[src/verilog/pdtx_cfg.svh]
/*
  Constants of the transmit status and header parameter block:
  register indices, field positions, reset values, encodings.
  Assumes inclusion by bare name from the modules; the package does not include it.
*/
`ifndef PDTX_CFG_SVH
`define PDTX_CFG_SVH

// register indices; byte address is four times the index
`define PDTX_IDX_STAT 16'h1A01
`define PDTX_IDX_PARAM 16'h1A02
`define PDTX_IDX_CTRL 16'h1A20
`define PDTX_IDX_IRQST 16'h1A21
`define PDTX_IDX_IRQMSK 16'h1A22

// status register fields
`define PDTX_ST_ACTIVE 0
`define PDTX_RETRY_LSB 4
`define PDTX_RETRY_MSB 6

// parameter register fields
`define PDTX_PAR_DROLE 7
`define PDTX_PAR_PROLE 2
`define PDTX_PAR_CABLE 3
`define PDTX_PAR_WMASK 8'hFC
`define PDTX_PAR_RST 8'h00

// control register fields
`define PDTX_CT_GO 0
`define PDTX_CT_ABORT 1
`define PDTX_CT_AUTO 2
`define PDTX_CT_AWAIT 3
`define PDTX_SOP_LSB 4
`define PDTX_SOP_MSB 6
`define PDTX_CT_RST 8'h00

// frame kinds in the control register
`define PDTX_SOP_PLAIN 3'h0
`define PDTX_SOP_PRIME 3'h1
`define PDTX_SOP_DPRIME 3'h2
`define PDTX_SOP_HARDRST 3'h5
`define PDTX_SOP_CABLERST 3'h6

// interrupt status bits
`define PDTX_IRQ_DONE 0
`define PDTX_IRQ_FAIL 1
`define PDTX_IRQ_ABORT 2
`define PDTX_IRQ_W 3

`endif

[src/verilog/pdtx_pkg.sv]
/*
  Types of the transmit status and header parameter block.
  Assumes pdtx_cfg.svh is on the include path.
*/
package pdtx_pkg;

  // header bits handed to the header generator
  typedef struct packed {
    logic dataRole;
    logic powerRole;
    logic cablePlug;
  } pdtx_hdr_t;

  // one-cycle events from the framer, same clock
  typedef struct packed {
    logic sent;
    logic ackGood;
    logic ackMiss;
    logic linkAbort;
  } pdtx_evt_t;

  typedef enum logic [2:0] {
    PDTX_IDLE = 3'h1,
    PDTX_SEND = 3'h2,
    PDTX_WAIT = 3'h4
  } pdtx_state_t;

endpackage : pdtx_pkg

[src/verilog/pdtx_wb_slave.sv]
/*
  Classic Wishbone slave front end: one-cycle ack, registered
  read data, word index decode and access strobes.
  Assumes the register file answers readData combinationally.
*/
`timescale 1ns/1ps
module pdtx_wb_slave (
  input wire logic core_clk,
  input wire logic rst_n,
  input wire logic wb_cyc_i,
  input wire logic wb_stb_i,
  input wire logic wb_we_i,
  input wire logic [15:0] wb_adr_i,
  input wire logic [3:0] wb_sel_i,
  input wire logic [7:0] readData,
  output logic wb_ack_o,
  output logic [31:0] wb_dat_o,
  output logic [15:0] regIdx,
  output logic wrStb,
  output logic rdStb
);
  logic take;

  // request taken only when not already acking it
  assign take = wb_cyc_i & wb_stb_i & ~wb_ack_o;
  assign regIdx = {2'h0, wb_adr_i[15:2]};
  assign wrStb = take & wb_we_i & wb_sel_i[0];
  assign rdStb = take & ~wb_we_i;

  // ack one cycle after the request, dropped the next
  always_ff @(posedge core_clk) begin
    if (!rst_n) begin
      wb_ack_o <= 1'b0;
    end else begin
      wb_ack_o <= take;
    end
  end

  // narrow registers sit in the low byte, upper bits zero
  always_ff @(posedge core_clk) begin
    if (!rst_n) begin
      wb_dat_o <= 32'h0000_0000;
    end else if (rdStb) begin
      wb_dat_o <= {24'h00_0000, readData};
    end
  end
endmodule : pdtx_wb_slave

[src/verilog/pdtx_irq.sv]
/*
  Sticky event flags, mask and the level interrupt output.
  Assumes clrRead pulses once for each read of the status.
*/
`timescale 1ns/1ps
module pdtx_irq #(
  parameter int W = 3
) (
  input wire logic core_clk,
  input wire logic rst_n,
  input wire logic [W-1:0] evt,
  input wire logic clrRead,
  input wire logic [W-1:0] mask,
  output logic [W-1:0] flags,
  output logic irq
);
  genvar i;

  // an event in the clearing cycle survives the read
  generate
    for (i = 0; i < W; i++) begin : g_flag
      always_ff @(posedge core_clk) begin
        if (!rst_n) begin
          flags[i] <= 1'b0;
        end else if (evt[i]) begin
          flags[i] <= 1'b1;
        end else if (clrRead) begin
          flags[i] <= 1'b0;
        end
      end
    end
  endgenerate

  // registered level, one cycle behind the flags
  always_ff @(posedge core_clk) begin
    if (!rst_n) begin
      irq <= 1'b0;
    end else begin
      irq <= |(flags & mask);
    end
  end
endmodule : pdtx_irq

[src/verilog/pdtx_status_params.sv]
/*
  Transmit status and header parameter logic of a PD MAC:
  retry counting, transmitter activity, retry sequencing and
  the role bits placed into hardware generated headers.
  Assumes a framer on core_clk that starts an attempt on
  attemptStart and reports sent, GoodCRC and missing GoodCRC
  as one-cycle pulses; software uses classic Wishbone.
*/
// Overview of operation
// - launch clears the retry count
// - count is zero or retries done
// - count never exceeds programmed retry limit
// - status bit zero shows transmitter active
// - active falls whenever transmitting stops
// - SOP header data role from bit seven
// - primed SOP headers carry zero data role
// - zero retry limit disables hardware retry
// - no wait for ack unless asked or hardware retry is on
// - hard and cable reset never retried
// - primed SOP headers carry cable plug bit
// - SOP header power role from bit two
// - auto response off means no retries
// - await option waits for GoodCRC on every frame kind except hard and cable reset
`timescale 1ns/1ps
`include "pdtx_cfg.svh"
module pdtx_status_params (
  input wire logic core_clk,
  input wire logic rst_n,
  input wire logic wb_cyc_i,
  input wire logic wb_stb_i,
  input wire logic wb_we_i,
  input wire logic [15:0] wb_adr_i,
  input wire logic [3:0] wb_sel_i,
  input wire logic [31:0] wb_dat_i,
  output logic wb_ack_o,
  output logic [31:0] wb_dat_o,
  input wire pdtx_pkg::pdtx_evt_t framerEvt,
  output pdtx_pkg::pdtx_hdr_t hdrBits,
  output logic [2:0] frameKind,
  output logic attemptStart,
  output logic attemptAbort,
  output logic txActive,
  output logic irq
);
  import pdtx_pkg::*;

  // register contents
  logic [7:0] txParams;
  logic [2:0] retriesUsedCount;
  logic autoResponseEnable;
  logic awaitAckOption;
  logic [2:0] sopKind;
  logic [`PDTX_IRQ_W-1:0] irqMask;

  // bus side
  logic [15:0] regIdx;
  logic wrStb;
  logic rdStb;
  logic [7:0] readData;
  logic [7:0] wByte;

  // sequencer
  pdtx_state_t state;
  pdtx_state_t next_state;
  logic [2:0] allowedRetryLimit;
  logic goPulse;
  logic abortPulse;
  logic isResetSig;
  logic retryOn;
  logic needAck;
  logic canRetry;
  logic doRetry;
  logic finOk;
  logic finFail;
  logic finAbort;
  logic [`PDTX_IRQ_W-1:0] irqEvt;
  logic [`PDTX_IRQ_W-1:0] irqFlags;
  logic irqRead;

  assign wByte = wb_dat_i[7:0];

  pdtx_wb_slave u_bus (
    .core_clk(core_clk),
    .rst_n(rst_n),
    .wb_cyc_i(wb_cyc_i),
    .wb_stb_i(wb_stb_i),
    .wb_we_i(wb_we_i),
    .wb_adr_i(wb_adr_i),
    .wb_sel_i(wb_sel_i),
    .readData(readData),
    .wb_ack_o(wb_ack_o),
    .wb_dat_o(wb_dat_o),
    .regIdx(regIdx),
    .wrStb(wrStb),
    .rdStb(rdStb)
  );

  // write strobes of the control register bits
  assign goPulse = wrStb & (regIdx == `PDTX_IDX_CTRL)
    & wByte[`PDTX_CT_GO];
  assign abortPulse = wrStb & (regIdx == `PDTX_IDX_CTRL)
    & wByte[`PDTX_CT_ABORT];

  // parameter register; reserved low bits never stored
  always_ff @(posedge core_clk) begin
    if (!rst_n) begin
      txParams <= `PDTX_PAR_RST;
    end else if (wrStb && regIdx == `PDTX_IDX_PARAM) begin
      txParams <= wByte & `PDTX_PAR_WMASK;
    end
  end

  assign allowedRetryLimit =
    txParams[`PDTX_RETRY_MSB:`PDTX_RETRY_LSB];

  // control options; frame kind frozen while active so the
  // frame kind in the header bits cannot change under a packet
  always_ff @(posedge core_clk) begin
    if (!rst_n) begin
      autoResponseEnable <= 1'b0;
      awaitAckOption <= 1'b0;
      sopKind <= `PDTX_SOP_PLAIN;
    end else if (wrStb && regIdx == `PDTX_IDX_CTRL) begin
      autoResponseEnable <= wByte[`PDTX_CT_AUTO];
      awaitAckOption <= wByte[`PDTX_CT_AWAIT];
      if (!txActive) begin
        sopKind <= wByte[`PDTX_SOP_MSB:`PDTX_SOP_LSB];
      end
    end
  end

  // interrupt mask
  always_ff @(posedge core_clk) begin
    if (!rst_n) begin
      irqMask <= '0;
    end else if (wrStb && regIdx == `PDTX_IDX_IRQMSK) begin
      irqMask <= wByte[`PDTX_IRQ_W-1:0];
    end
  end

  // retry policy
  assign isResetSig = (sopKind == `PDTX_SOP_HARDRST)
    | (sopKind == `PDTX_SOP_CABLERST);
  // retries only with auto response and a nonzero limit
  assign retryOn = autoResponseEnable
    & (allowedRetryLimit != 3'h0);
  // resets get no ack, so they never wait for one
  assign needAck = ~isResetSig
    & (retryOn | awaitAckOption);
  assign canRetry = retryOn & ~isResetSig
    & (retriesUsedCount < allowedRetryLimit);
  assign doRetry = (state == PDTX_WAIT) & framerEvt.ackMiss
    & canRetry;

  // state transition
  always_comb begin
    next_state = state;
    finOk = 1'b0;
    finFail = 1'b0;
    finAbort = 1'b0;
    case (state)
      PDTX_IDLE: begin
        if (goPulse) begin
          next_state = PDTX_SEND;
        end
      end
      PDTX_SEND: begin
        if (abortPulse || framerEvt.linkAbort) begin
          next_state = PDTX_IDLE;
          finAbort = 1'b1;
        end else if (framerEvt.sent) begin
          if (needAck) begin
            next_state = PDTX_WAIT;
          end else begin
            next_state = PDTX_IDLE;
            finOk = 1'b1;
          end
        end
      end
      PDTX_WAIT: begin
        if (abortPulse || framerEvt.linkAbort) begin
          next_state = PDTX_IDLE;
          finAbort = 1'b1;
        end else if (framerEvt.ackGood) begin
          next_state = PDTX_IDLE;
          finOk = 1'b1;
        end else if (framerEvt.ackMiss) begin
          if (canRetry) begin
            next_state = PDTX_SEND;
          end else begin
            next_state = PDTX_IDLE;
            finFail = 1'b1;
          end
        end
      end
      default: begin
        next_state = PDTX_IDLE;
      end
    endcase
  end

  always_ff @(posedge core_clk) begin
    if (!rst_n) begin
      state <= PDTX_IDLE;
    end else begin
      state <= next_state;
    end
  end

  // retry count; stale after an abort, software ignores it
  always_ff @(posedge core_clk) begin
    if (!rst_n) begin
      retriesUsedCount <= 3'h0;
    end else if (goPulse && state == PDTX_IDLE) begin
      retriesUsedCount <= 3'h0;
    end else if (doRetry) begin
      retriesUsedCount <= retriesUsedCount + 3'h1;
    end
  end

  // active flag follows any exit to idle, good or bad
  always_ff @(posedge core_clk) begin
    if (!rst_n) begin
      txActive <= 1'b0;
    end else begin
      txActive <= (next_state != PDTX_IDLE);
    end
  end

  // attempt launch pulse, first try and each retry
  always_ff @(posedge core_clk) begin
    if (!rst_n) begin
      attemptStart <= 1'b0;
      attemptAbort <= 1'b0;
    end else begin
      attemptStart <= (goPulse && state == PDTX_IDLE) | doRetry;
      attemptAbort <= finAbort;
    end
  end

  // header bits by frame kind
  always_ff @(posedge core_clk) begin
    if (!rst_n) begin
      hdrBits <= '0;
      frameKind <= `PDTX_SOP_PLAIN;
    end else begin
      frameKind <= sopKind;
      if (sopKind == `PDTX_SOP_PLAIN) begin
        hdrBits.dataRole <= txParams[`PDTX_PAR_DROLE];
        hdrBits.powerRole <= txParams[`PDTX_PAR_PROLE];
        hdrBits.cablePlug <= 1'b0;
      end else begin
        hdrBits.dataRole <= 1'b0;
        hdrBits.powerRole <= 1'b0;
        hdrBits.cablePlug <= (sopKind == `PDTX_SOP_PRIME
          || sopKind == `PDTX_SOP_DPRIME)
          & txParams[`PDTX_PAR_CABLE];
      end
    end
  end

  // interrupt events
  assign irqEvt[`PDTX_IRQ_DONE] = finOk;
  assign irqEvt[`PDTX_IRQ_FAIL] = finFail;
  assign irqEvt[`PDTX_IRQ_ABORT] = finAbort;
  assign irqRead = rdStb & (regIdx == `PDTX_IDX_IRQST);

  pdtx_irq #(
    .W(`PDTX_IRQ_W)
  ) u_irq (
    .core_clk(core_clk),
    .rst_n(rst_n),
    .evt(irqEvt),
    .clrRead(irqRead),
    .mask(irqMask),
    .flags(irqFlags),
    .irq(irq)
  );

  // read mux; reserved and unmapped bits read zero
  always_comb begin
    readData = 8'h00;
    case (regIdx)
      `PDTX_IDX_STAT: begin
        readData[`PDTX_RETRY_MSB:`PDTX_RETRY_LSB] =
          retriesUsedCount;
        readData[`PDTX_ST_ACTIVE] = txActive;
      end
      `PDTX_IDX_PARAM: begin
        readData = txParams;
      end
      `PDTX_IDX_CTRL: begin
        readData[`PDTX_CT_AUTO] = autoResponseEnable;
        readData[`PDTX_CT_AWAIT] = awaitAckOption;
        readData[`PDTX_SOP_MSB:`PDTX_SOP_LSB] = sopKind;
      end
      `PDTX_IDX_IRQST: begin
        readData[`PDTX_IRQ_W-1:0] = irqFlags;
      end
      `PDTX_IDX_IRQMSK: begin
        readData[`PDTX_IRQ_W-1:0] = irqMask;
      end
      default: begin
        readData = 8'h00;
      end
    endcase
  end

endmodule : pdtx_status_params

[config.mk]
export PLATFORM = sky130hd
export DESIGN_NAME = pdtx_status_params
export DESIGN_NICKNAME = d
export VERILOG_FILES = /design/src/verilog/pdtx_pkg.sv /design/src/verilog/pdtx_wb_slave.sv /design/src/verilog/pdtx_irq.sv /design/src/verilog/pdtx_status_params.sv
export VERILOG_INCLUDE_DIRS = /design/src /design/src/verilog
export SDC_FILE = /design/constraint.sdc
export NUM_CORES = 1
export LEC_CHECK = 0
export ABC_AREA = 1
export BUFFER_PORTS_ARGS = -buffer_cell sky130_fd_sc_hd__buf_2
export CORE_MARGIN = 2
export CORE_UTILIZATION = 50
export DETAILED_ROUTE_END_ITERATION = 7
export PLACE_DENSITY = 0.85
export SETUP_SLACK_MARGIN = 0.1
export SYNTH_ARGS = -nofsm -noshare
export SYNTH_HDL_FRONTEND = slang
export SYNTH_SLANG_ARGS = --single-unit
[constraint.sdc]
create_clock -name core_clk -period 2.8 [get_ports core_clk]
set_clock_uncertainty 0.15 [all_clocks]
set_input_delay 0.56 -clock core_clk [delete_from_list [all_inputs] [get_ports core_clk]]
set_output_delay 0.56 -clock core_clk [all_outputs]
set_load 0.02 [all_outputs]
==> Word level (Yosys, flattened, before mapping) <==
Index checks and enable logic that the tools add are counted.
{ "op_classes": {"n_addsub": 1, "n_lt_le_gt_ge": 1, "eq_ne": 13, "n_mux": 32, "n_bitwise": 25, "reduce_logical": 17} }
{ "ops": {"columns": ["cell", "count"], "rows": [
  ["$eq A14 B13 Y1 const B", 5],
  ["$mux W3", 7],
  ["$pmux W3 S3", 2],
  ["$mux W1", 17],
  ["$and A1 B1 Y1", 16],
  ["$eq A3 B3 Y1 const B", 3],
  ["$eq A3 B1 Y1 const B", 2],
  ["$eq A3 B2 Y1 const B", 2],
  ["$pmux W1 S2", 3],
  ["$reduce_bool A2 Y1", 3],
  ["$reduce_or A2 Y1", 3],
  ["$not A1 Y1", 5],
  ["$logic_and A1 B1 Y1", 4],
  ["$pmux W1 S4", 1],
  ["$reduce_and A2 Y1", 2],
  ["$add A3 B1 Y3 const B", 1],
  ["$and A3 B3 Y3", 1],
  ["$logic_not A3 Y1", 1],
  ["$lt A3 B3 Y1", 1],
  ["$ne A3 B1 Y1 const B", 1],
  ["$or A1 B1 Y1", 3],
  ["$pmux W1 S3", 1],
  ["$reduce_bool A3 Y1", 1],
  ["$reduce_or A3 Y1", 1],
  ["2 further kinds", 3]
]} }
{ "word_totals": {"regBits": 42, "output_inout_bits": 43, "word_cells": 109} }

==> Longest topological paths before layout <==
Gate-level depths: netlist of the first run.
{ "depth": {"word_depth": 11, "mapped_depth": 12, "ltp_nobuf": 12} }

==> Hierarchy <==
From an unflattened synthesis of the first run, not the netlist that was laid out.
{ "hier_totals": {"cells_unflattened": 363, "area_unflattened_um2": 2519.9} }
{ "modules_own_cells": {"columns": ["mod", "instances", "cells_each", "area_per_inst_um2", "seq_area_each_um2"], "rows": [
  ["pdtx_status_params", 1, 244, 1624.1, 580.6],
  ["pdtx_wb_slave", 1, 101, 758.2, 180.2],
  ["pdtx_irq", 1, 18, 137.6, 80.1]
]} }

==> Least setup slack after synthesis of the first run <==
No wires, ideal clock.
{ "synth_path": {"kind": "input port to flip-flop", "start": "input port wb_adr_i[7]", "end": "register state[0]", "t_arrival_ps": 1432, "required_ps": 2539, "slack_ps": 1108, "cell_stages": 11, "path_buffers": 0, "path_cell_list": "inv_1 nor2_1 nand2_2 nor2_4 nand3_4 inv_2 nand2_1 nand2_1 nand2_1 nor2_2 inv_2"} }
{ "synth_via": {"elab_chain_cells": 6, "word_cells_on_any_way": 9} }
{ "synth_rtl": {"columns": ["element", "line_no", "text"], "rows": [
  ["start, declared", "pdtx_status_params.sv:32", "input wire logic [15:0] wb_adr_i,"],
  ["$eq A14 B13 Y1 (*)", null, null],
  ["$and A1 B1 Y1 (*)", "pdtx_status_params.sv:99, pdtx_status_params.sv:101", null],
  ["$and A1 B1 Y1", "pdtx_status_params.sv:101", "assign abortPulse = wrStb & (regIdx == `PDTX_IDX_CTRL)"],
  ["$logic_or A1 B1 Y1", "pdtx_status_params.sv:168, pdtx_status_params.sv:181", null],
  ["$mux W3, on equally long branches", "pdtx_status_params.sv:181, pdtx_status_params.sv:168", null],
  ["$pmux W3 S3 (*)", "pdtx_status_params.sv:161", "case (state)"],
  ["end signal, assigned", "pdtx_status_params.sv:206", "state <= next_state;"],
  ["end, declared", "pdtx_status_params.sv:63", "pdtx_state_t state;"]
]} }
Mark *: on every way between the ends. The rest lies on a longest branch, timed or not.
A chain may end at the register's enable or synchronous reset.

==> Final worst setup path of the first run <==
{ "layout_path": {"start": "input port wb_adr_i[12]", "end": "register retriesUsedCount[0]"} }
{ "layout_via": {"elab_chain_cells": 5} }
{ "layout_rtl": {"columns": ["element", "line_no", "text"], "rows": [
  ["$eq A14 B13 Y1", null, null],
  ["$and A1 B1 Y1 (2 in series)", "pdtx_status_params.sv:99", "assign goPulse = wrStb & (regIdx == `PDTX_IDX_CTRL)"],
  ["$logic_and A1 B1 Y1", "pdtx_status_params.sv:214", "end else if (goPulse && state == PDTX_IDLE) begin"],
  ["$reduce_or A2 Y1 (no line)", null, null],
  ["end signal, assigned", "pdtx_status_params.sv:217", "retriesUsedCount <= retriesUsedCount + 3'h1;"],
  ["end, declared", "pdtx_status_params.sv:49", "logic [2:0] retriesUsedCount;"]
]} }
No other way between the ends.

==> flow_summary.toml, run 1 <==
[outcome]
status = "finished, final reports clean"

[setup_path]
cp_data_required_time_ns = 2.85
crit_path_start_kind = "input pin"
worstPathMaxFanout = 12
arrival_ns = 1.97
cp-end-kind = "flip-flop"
criticalPathCategory = "input pin to flip-flop"

[sta]
rsz0062_at_grt = "false"
layout_min_cycle_time_ns = 1.92
slew_violations = 0
final_hold_viol_count = 0
period_share = 0.686
slew-limit-headroom = 0.655
fin_ws_ns = 0.881
setup_viol = 0
worst_slew_pin_slew_ns = 0.517
setup_tns_ns = 0
fmax_ghz = 0.521

[clocking]
ctsResizeCount = 0
postCtsSetupRepairBufs = 0
clk_pin_slew_worst_paths_ns = 0.08
tritoncts = "built"
ctsHoldBuffers = 0
clk_latency_ns = 0.31
cts_buffer_depth = 2
cts-root-buf = "clkbuf_8"
numCtsBuffers = 5
htreeDepth = 2
cts.sinks = 42

[detailed_routing]
detail-route-antenna-nets = 0
routedWlPerCell_um = 11.6
drt-total-wl_mm = 5.10
vias = 2165
drt_iter0_drc = 138
drc_errors = 0
dr.pass1.iters = 4
via_per_inst = 4.92

[placement]
io_buffers = 50
hpwl_mm = 3.72
dp_slack_ns = 0.593
gp_congestion = 0.863

[pwr]
p_per_area_nw_per_um2 = 465
p_int_mw = 0.896
swShare = 0.255
power.total_mw = 1.20
p_leak_nw = 1.34
p_clk_frac = 0.411
vdd_ir_drop_max_uv = 218
p_sw_mw = 0.307
power.share.sequential = 0.500
p_comb_frac = 0.089

[synth]
synthDistinctLibCells = 33
synth_top_area_share = 0.369
avgSynthCellArea_sq_um = 6.80
synth_area_leaders = "dfxtp_1, nand2_1, buf_4"
ys_ff_latch = 42
synthCells = 335
yosys_warnings = 0
synth_area_sq_um = 2280
yosys.area.top_type = "dfxtp_1"
seq_area_frac_synth = 0.369

[flow_run]
cap_violations = 0

[global_route]
grt_pass1_wl_mm = 8.55
grt_overflow = 0
grt_max_degree = 21
antenna_found_initial = 0
grt_pass1_vias = 2021
gr-usage-all-layers = 0.212

[layout]
layout.nets = 451
num-fill-cells = 403
synthToLayoutAreaGrowth_pct = 13.6
drive_gt1_frac = 0.198
diodes = 0

[floorplan]
rows = 24
start_util = 0.519
ios = 104
dieArea_sq_um = 5110
die_x_um = 71.5
core_sq_um = 4380
die_y_um = 71.5

[hold_path]
hold_class = "flip-flop to flip-flop"
## power by group through the flow
stage          Combinational (mW)  Clock [mW]  Sequential (mW)
2_1_floorplan              0.0878           0            0.620
3_3_place_gp                0.104           0            0.615
3_5_place_dp                0.106           0            0.616
4_1_cts                     0.106       0.488            0.601
5_1_grt                     0.118       0.515            0.602
6_report                    0.107       0.494            0.601
## cell usage after synthesis (all sizes together)
cell    instances
a21boi          1
a21o            1
a21oi          20
a31oi           1
and3            1
buf            29
clkbuf          1
clkinv          1
conb            1
dfxtp          42
ha              3
inv            39
nand2          85
nand3          32
nand3b          1
nand4           6
nor2           54
nor3            5
o21ai           9
or2             1
xor2            2
## per-layer routing
| metal | share of wire | GRT usage | vias to the layer above |
|---|---|---|---|
| met5 | 0 | 0 | - |
| met4 | 0.019 | 0.0839 | 0 |
| met3 | 0.088 | 0.0520 | 8 |
| met2 | 0.47 | 0.358 | 89 |
| met1 | 0.42 | 0.259 | 960 |
| li1 | - | - | 1108 |
## kinds of logic (layout without fill, tap and decap cells)
logic type / count (synthesis) / in the layout / share of synthesized area
AOI/OAI and AO/OA: 32 / 32 / 0.0731
xor gates and xnor gates: 2 / 2 / 0.00769
adders and majority gates: 3 / 3 / 0.0165
buffers and inverters: 70 / 100 / 0.161
DFF: 42 / 42 / 0.369
other: 1 / 24 / 0.00165
and+or+nand+nor: 185 / 185 / 0.371
## worst paths after layout
| check | slack [ns] | start | endpoint | depth (start not counted) |
|---|---|---|---|---|
| setup / recovery | 0.88 | wb_adr_i[12] | retriesUsedCount[0]$_SDFFE_PP0P_ | 9 |
| setup reg to reg | 0.92 | txParams[6]$_SDFFE_PN0P_ | retriesUsedCount[0]$_SDFFE_PP0P_ | 8 |
| hold / removal | 0.32 | u_bus.wb_dat_o[4]$_SDFFE_PN0P_ | u_bus.wb_dat_o[4]$_SDFFE_PN0P_ | 2 |
| hold reg to reg | 0.32 | u_bus.wb_dat_o[4]$_SDFFE_PN0P_ | u_bus.wb_dat_o[4]$_SDFFE_PN0P_ | 2 |
## cells in the final DEF (no fill, tap or decap), drive strengths merged
master	count
and3	1
buf	52
nand2	85
nor3	5
clkbuf	6
dfxtp	42
clkinv	1
conb	24
nand4	6
a21oi	20
nor2	54
bufinv	1
clkinvlp	1
inv	39
o21ai	9
xor2	2
ha	3
nand3	32
nand3b	1
a31oi	1
or2	1
a21o	1
a21boi	1
## through the flow
step                instance area, sq um  cells  hold slack (ns)   util
global placement                    2480    432            0.299  0.565
finish                              2590    440            0.317  0.590
floorplan                           2360    358            0.280      -
detailed placement                  2480    432            0.303  0.565
CTS                                 2590    440            0.316  0.590
global route                        2590    440            0.325  0.590
## state kept, by name (all words and copies together) (netlist names)
register,count
u_bus.wb_dat_o,8
txParams,6
frameKind,3
hdrBits,3
irqMask,3
retriesUsedCount,3
sopKind,3
state,3
u_irq.flags,3
attemptAbort,1
attemptStart,1
autoResponseEnable,1
awaitAckOption,1
txActive,1
u_bus.wb_ack_o,1
u_irq.irq,1
## layout make-up
class	instances	area [sq um]	share of cell area
inverters	40	150	0.0580
multi-input cells	246	1160	0.447
well taps	52	65.1	0.0251
clock buffers	6	72.6	0.0280
repair buffers	52	265	0.103
clock inverters	2	37.5	0.0145
flip-flops and latches	42	841	0.325
## critical path, cell delays in order
cell     delay, ns
buf_2         0.10
nor2_1        0.16
inv_1         0.07
nor2_2        0.43
nand3_4       0.18
inv_2         0.11
nand3_1       0.15
nand2_1       0.15
a21oi_1       0.06
No activity file was read; power rests on OpenSTA's default activity.
==> run 2, diff against run 1 <==
Settings changed: CORE_UTILIZATION 50 to 42, PLACE_DENSITY 0.85 to 0.76.
Clock period 2.8 ns to 1.71 ns, I/O delays scaled along.
==> run 2 against run 1 <==
Net effect: die area increased by 18%; via count grew 3.1%; worst hold slack worse by 0.19 ns; total power is 63% higher; count of clock-buffer cells in the layout is the same; sequential power grew 64%; clock power grew 59%; register-to-register slack lost 0.84 ns; cell count rose by 8.0%; sequential share of layout area down 2.3 points; critical path depth is 2 higher.
==> flow_summary.toml, run 2 (same netlist as run 1, synthesis figures left out) <==
[detailed_routing]
via_per_inst = 4.70
drt_iter0_drc = 78
vias = 2233
detail-route-antenna-nets = 0
drc_errors = 0
routedWlPerCell_um = 11.1
drt-total-wl_mm = 5.27
dr.pass1.iters = 4

[floorplan]
dieArea_sq_um = 6030
core_sq_um = 5170
die_y_um = 77.6
die_x_um = 77.6
rows = 26
ios = 104
start_util = 0.440

[layout]
largest_reg_flops = 8
post-route-util = 0.542
layout.nets = 468
synthToLayoutAreaGrowth_pct = 23.0
diodes = 0
most-common-layout-cells = "nand2_1, buf_2, nor2_1, dfxtp_1, inv_1"
num-fill-cells = 522
final_common_cell = "nand2_1"
largestRegisters = "u_bus.wb_dat_o (8), txParams (6)"
fin_cells = 475
largest_register = "u_bus.wb_dat_o"
drive_gt1_frac = 0.274

[clocking]
numCtsBuffers = 5
cts_buffer_depth = 2
htreeDepth = 2
clk_latency_ns = 0.30
clk_pin_slew_worst_paths_ns = 0.08
tritoncts = "built"
cts.sinks = 42
cts-root-buf = "clkbuf_8"
ctsHoldBuffers = 0

[sta]
final_hold_viol_count = 0
slew_violations = 0
period_share = 0.956
setup_viol = 0
layout_min_cycle_time_ns = 1.63
fmax_ghz = 0.612
whs_ns = 0.128
rsz0062_at_grt = "true"

[pwr]
p_leak_nw = 1.43
p_per_area_nw_per_um2 = 698
power.total_mw = 1.95
vdd_ir_drop_max_uv = 303

[global_route]
met3_usage = 0.0395
grt_max_degree = 19
grtUsageMet1 = 0.201
grt_pass1_vias = 1955
antenna_found_initial = 0
busiest_layer = "met2"
grt_pass1_wl_mm = 8.36
grt_overflow = 0
use_met2 = 0.298
gr-usage-all-layers = 0.173

[placement]
hpwl_mm = 4.06
gp_congestion = 0.863
dp.cells = 463
io_buffers = 50

[setup_path]
worstPathMaxFanout = 3
cp-end-kind = "flip-flop"
r2r_slack_ns = 0.08
worstReg2RegStart = "txParams[6]$_SDFFE_PN0P_"
criticalPathCategory = "flip-flop to flip-flop"
r2r-end = "state[0]$_SDFF_PN1_"
cp_data_required_time_ns = 1.77
reg2reg_depth = 11
worstSetupStartpoint = "txParams[6]$_SDFFE_PN0P_"
arrival_ns = 1.69
crit_path_start_kind = "flip-flop"

[hold_path]
hold_class = "input pin to flip-flop"
holdPathStages = 3
min_to = "txParams[7]$_SDFFE_PN0P_"
hold_path_startpoint = "wb_dat_i[7]"

[outcome]
status = "finished, final reports clean"

[flow_run]
cap_violations = 0
-- run 2: cell types whose count changed in the layout (fill, tap and decap cells not counted), moves of 2 or more --
cell / previous run / this run
inv_1: 37 / 34
ha_1: 3 / 1
ha_4: 0 / 2
a21oi_1: 20 / 18
dfxtp_1: 42 / 37
nor2_4: 3 / 5
nor2_1: 47 / 44
inv_2: 2 / 5
a21oi_2: 0 / 2
dfxtp_2: 0 / 5
buf_4: 2 / 19
-- run 2: routing by layer --
metal  share of wire  routed length, um  vias up
li1                -                  -     1143
met1            0.42               2200     1000
met2            0.49               2600       78
met3           0.068                359       12
met4           0.022                114        0
met5               0                  0        -
-- run 2: area by class of cell --
type                    count  area [sq um]  share of cell area
multi-input cells         246          1210               0.433
inverters                  40           150              0.0536
repair buffers             69           393               0.140
well taps                  70          87.6              0.0313
clock buffers               6          72.6              0.0259
flip-flops and latches     42           847               0.302
clock inverters             2          37.5              0.0134
-- run 2: power breakdown --
part           switching [mW]  internal [mW]
logic                   0.130         0.0539
registers             0.00218          0.982
clock network           0.351          0.436
total                   0.483           1.47
-- run 2: what timing repair did --
action | 4_1_cts | 5_1_grt
gates resized for setup | 6 | 12
cloned | 0 | 0
endpoints found under the setup margin | 8 | 17
pin swaps | 6 | 5
buffers inserted | 2 | 2
-- run 2: worst max-delay path, stage by stage (launching register included) --
cell and delay (ns):
dfxtp_2 0.34, inv_2 0.05, ha_4 0.21, a21o_1 0.19
nor2_4 0.13, nand2_2 0.07, nand2_1 0.06, nand2_1 0.05
nand2_1 0.07, nand2_1 0.06, nor2_2 0.11, inv_2 0.03
-- run 2: metrics by stage --
stage                     setup WS (ns)  area (sq um)  TNS, ns
after floorplan                   0.118          2370        0
after global placement          0.00158          2600        0
after detailed placement        -0.0431          2600   -0.101
after CTS                        0.0571          2740        0
after global routing            -0.0329          2800  -0.0457
final                            0.0760          2800        0
-- run 2: how the worst max path moves through the flow --
stage                           to  slack [ns]  cells past startpoint
2_1_floorplan  state[0]$_SDFF_PN1_        0.12                     11
3_3_place_gp   state[0]$_SDFF_PN1_       0.002                     11
3_5_place_dp   state[0]$_SDFF_PN1_       -0.04                     11
4_1_cts        state[0]$_SDFF_PN1_        0.06                     11
5_1_grt        state[0]$_SDFF_PN1_       -0.03                     11
6_report       state[0]$_SDFF_PN1_        0.08                     11
==> run 3, diff against run 2 <==
--- a/config.mk
+++ b/config.mk
@@ -13,2 +13,3 @@
 export DETAILED_ROUTE_END_ITERATION = 7
+export HOLD_SLACK_MARGIN = 0.02
 export PLACE_DENSITY = 0.76
==> constraint.sdc (replaced) <==
create_clock -name core_clk -period 1.71 [get_ports core_clk]
set_clock_uncertainty 0.15 [all_clocks]
set_input_delay 0 -clock core_clk [delete_from_list [all_inputs] [get_ports core_clk]]
set_output_delay 0 -clock core_clk [all_outputs]
set_load 0.02 [all_outputs]
==> run 3 against run 2 <==
Net effect: sequential share of layout area decreased by 2.0 points; routed wire length up 4.1%; flip-flop and latch count unchanged; worst hold slack worse by 0.11 ns; via count rose by 3.3%; core utilization increased by 3.8 points; count of clock-buffer cells in the layout unchanged; non-clock buffer count rose by 15; critical path depth stayed put; clock power shrank 14%; final area up 7.0%; highest routed layer unchanged.
==> flow_summary.toml, run 3 (same netlist as run 1, synthesis figures left out) <==
[outcome]
status = "finished, final reports clean"

[pwr]
swShare = 0.264
p_clk_frac = 0.360
p_per_area_nw_per_um2 = 630
power.total_mw = 1.89
p_sw_mw = 0.499
vdd_ir_drop_max_uv = 261
power.share.sequential = 0.521
p_leak_nw = 1.51
p_int_mw = 1.39
p_comb_frac = 0.119

[clocking]
cts-root-buf = "clkbuf_8"
numCtsBuffers = 5
clk_latency_ns = 0.30
clk_pin_slew_worst_paths_ns = 0.08
cts_buffer_depth = 2
tritoncts = "built"
htreeDepth = 2
cts.sinks = 42

[global_route]
gr-usage-all-layers = 0.173
grt_max_degree = 19
grt_pass1_vias = 2002
antenna_found_initial = 0
grt_overflow = 0
grt_pass1_wl_mm = 8.42

[sta]
final_hold_viol_count = 0
setup_viol = 0
rsz0062_at_grt = "true"
fmax_ghz = 0.618
setup_tns_ns = 0
layout_min_cycle_time_ns = 1.62
slew_violations = 0
period_share = 0.946

[placement]
io_buffers = 50
hpwl_mm = 3.87
gp_congestion = 0.846

[layout]
diodes = 0
largest_register = "u_bus.wb_dat_o"
largest_reg_flops = 8
synthToLayoutAreaGrowth_pct = 31.6
final_common_cell = "nand2_1"
layout.nets = 483
num-fill-cells = 490
most-common-layout-cells = "nand2_1, buf_2, nor2_1, dfxtp_1, inv_1"
largestRegisters = "u_bus.wb_dat_o (8), txParams (6)"
drive_gt1_frac = 0.269

[setup_path]
r2r-end = "u_irq.flags[1]$_SDFFE_PN0P_"
arrival_ns = 1.71
criticalPathCategory = "flip-flop to flip-flop"
cp_data_required_time_ns = 1.80
r2r_slack_ns = 0.09
worstReg2RegStart = "txParams[5]$_SDFFE_PN0P_"
cp-end-kind = "flip-flop"
reg2reg_depth = 11
crit_path_start_kind = "flip-flop"
worstPathMaxFanout = 3

[detailed_routing]
routedWlPerCell_um = 11.2
dr.pass1.iters = 4
drt-total-wl_mm = 5.49
via_per_inst = 4.71
vias = 2306
drt_iter0_drc = 93
detail-route-antenna-nets = 0
drc_errors = 0

[hold_path]
hold_path_startpoint = "wb_adr_i[3]"
hold_class = "input pin to flip-flop"
min_to = "u_bus.wb_dat_o[3]$_SDFFE_PN0P_"
holdPathStages = 6

[floorplan]
rows = 26
dieArea_sq_um = 6030
die_y_um = 77.6
core_sq_um = 5170
start_util = 0.440
die_x_um = 77.6
ios = 104

[flow_run]
cap_violations = 0
run 3: changes by cell type in the layout (fill, tap and decap cells not counted), sizes merged:
cell,change
bufinv,-1
buf,-5
clkinv,+1
dlygate4sd3,+20
run 3: worst max-delay path by stage:
stage	start	endpoint	slack (ns)	depth (start not counted)
after CTS	txParams[6]$_SDFFE_PN0P_	state[0]$_SDFF_PN1_	0.08	11
after global placement	txParams[6]$_SDFFE_PN0P_	state[0]$_SDFF_PN1_	0.04	11
final	txParams[5]$_SDFFE_PN0P_	u_irq.flags[1]$_SDFFE_PN0P_	0.09	11
after floorplan	txParams[6]$_SDFFE_PN0P_	state[0]$_SDFF_PN1_	0.12	11
after global routing	txParams[5]$_SDFFE_PN0P_	u_irq.flags[1]$_SDFFE_PN0P_	0.01	11
after detailed placement	txParams[6]$_SDFFE_PN0P_	retriesUsedCount[0]$_SDFFE_PP0P_	0.02	8
run 3: area by class of cell:
type	instances	area (sq um)	share of cell area
Tap cell	70	87.6	0.0292
Timing Repair Buffer	84	559	0.187
Inverter	40	150	0.0501
Multi-Input combinational cell	246	1260	0.420
Clock buffer	6	82.6	0.0276
Sequential cell	42	846	0.282
Clock inverter	2	12.5	0.00418
run 3: metal layers:
layer / GRT usage / part of all wire / vias up
met1: 0.196 / 0.44 / 1046
met5: 0 / 0 / -
met3: 0.0372 / 0.052 / 11
met2: 0.304 / 0.49 / 74
li1: - / - / 1175
met4: 0.0893 / 0.020 / 0
run 3: through the flow:
stage                     area [sq um]  worst slack [ns]   util  instances  hold slack [ns]
after floorplan                   2370             0.118      -        358          -0.0151
after global placement            2540            0.0448  0.491        455           0.0824
after detailed placement          2540            0.0222  0.491        455           0.0867
after CTS                         2880            0.0774  0.557        486         -0.00632
after global routing              3000            0.0127  0.579        490           0.0634
final                             3000            0.0921  0.579        490           0.0137
run 3: timing repair:
item	in CTS	in global routing
gates resized for setup	8	21
setup buffers	3	4
endpoints found under the hold margin	34	0
endpoints found under the setup margin	5	29
pin swaps	6	14
cloned	0	0
hold buffers	20	0
run 3: power by group through the flow:
stage               Combinational (mW)  Sequential (mW)  Clock [mW]
floorplan                        0.144             1.01           0
global placement                 0.176             1.01           0
detailed placement               0.178             1.01           0
CTS                              0.214            0.984       0.687
global route                     0.242            0.985       0.726
finish                           0.225            0.984       0.680
run 3: critical path, cell delays in order, from the launching register on:
cell and delay [ns]:
dfxtp_2 0.34, inv_2 0.06, ha_4 0.25, nand2_2 0.05
a21oi_2 0.15, nor2_4 0.07, nand2_2 0.07, buf_4 0.10
nand3_1 0.05, nor2_1 0.12, nor2_1 0.05, nor2_1 0.09
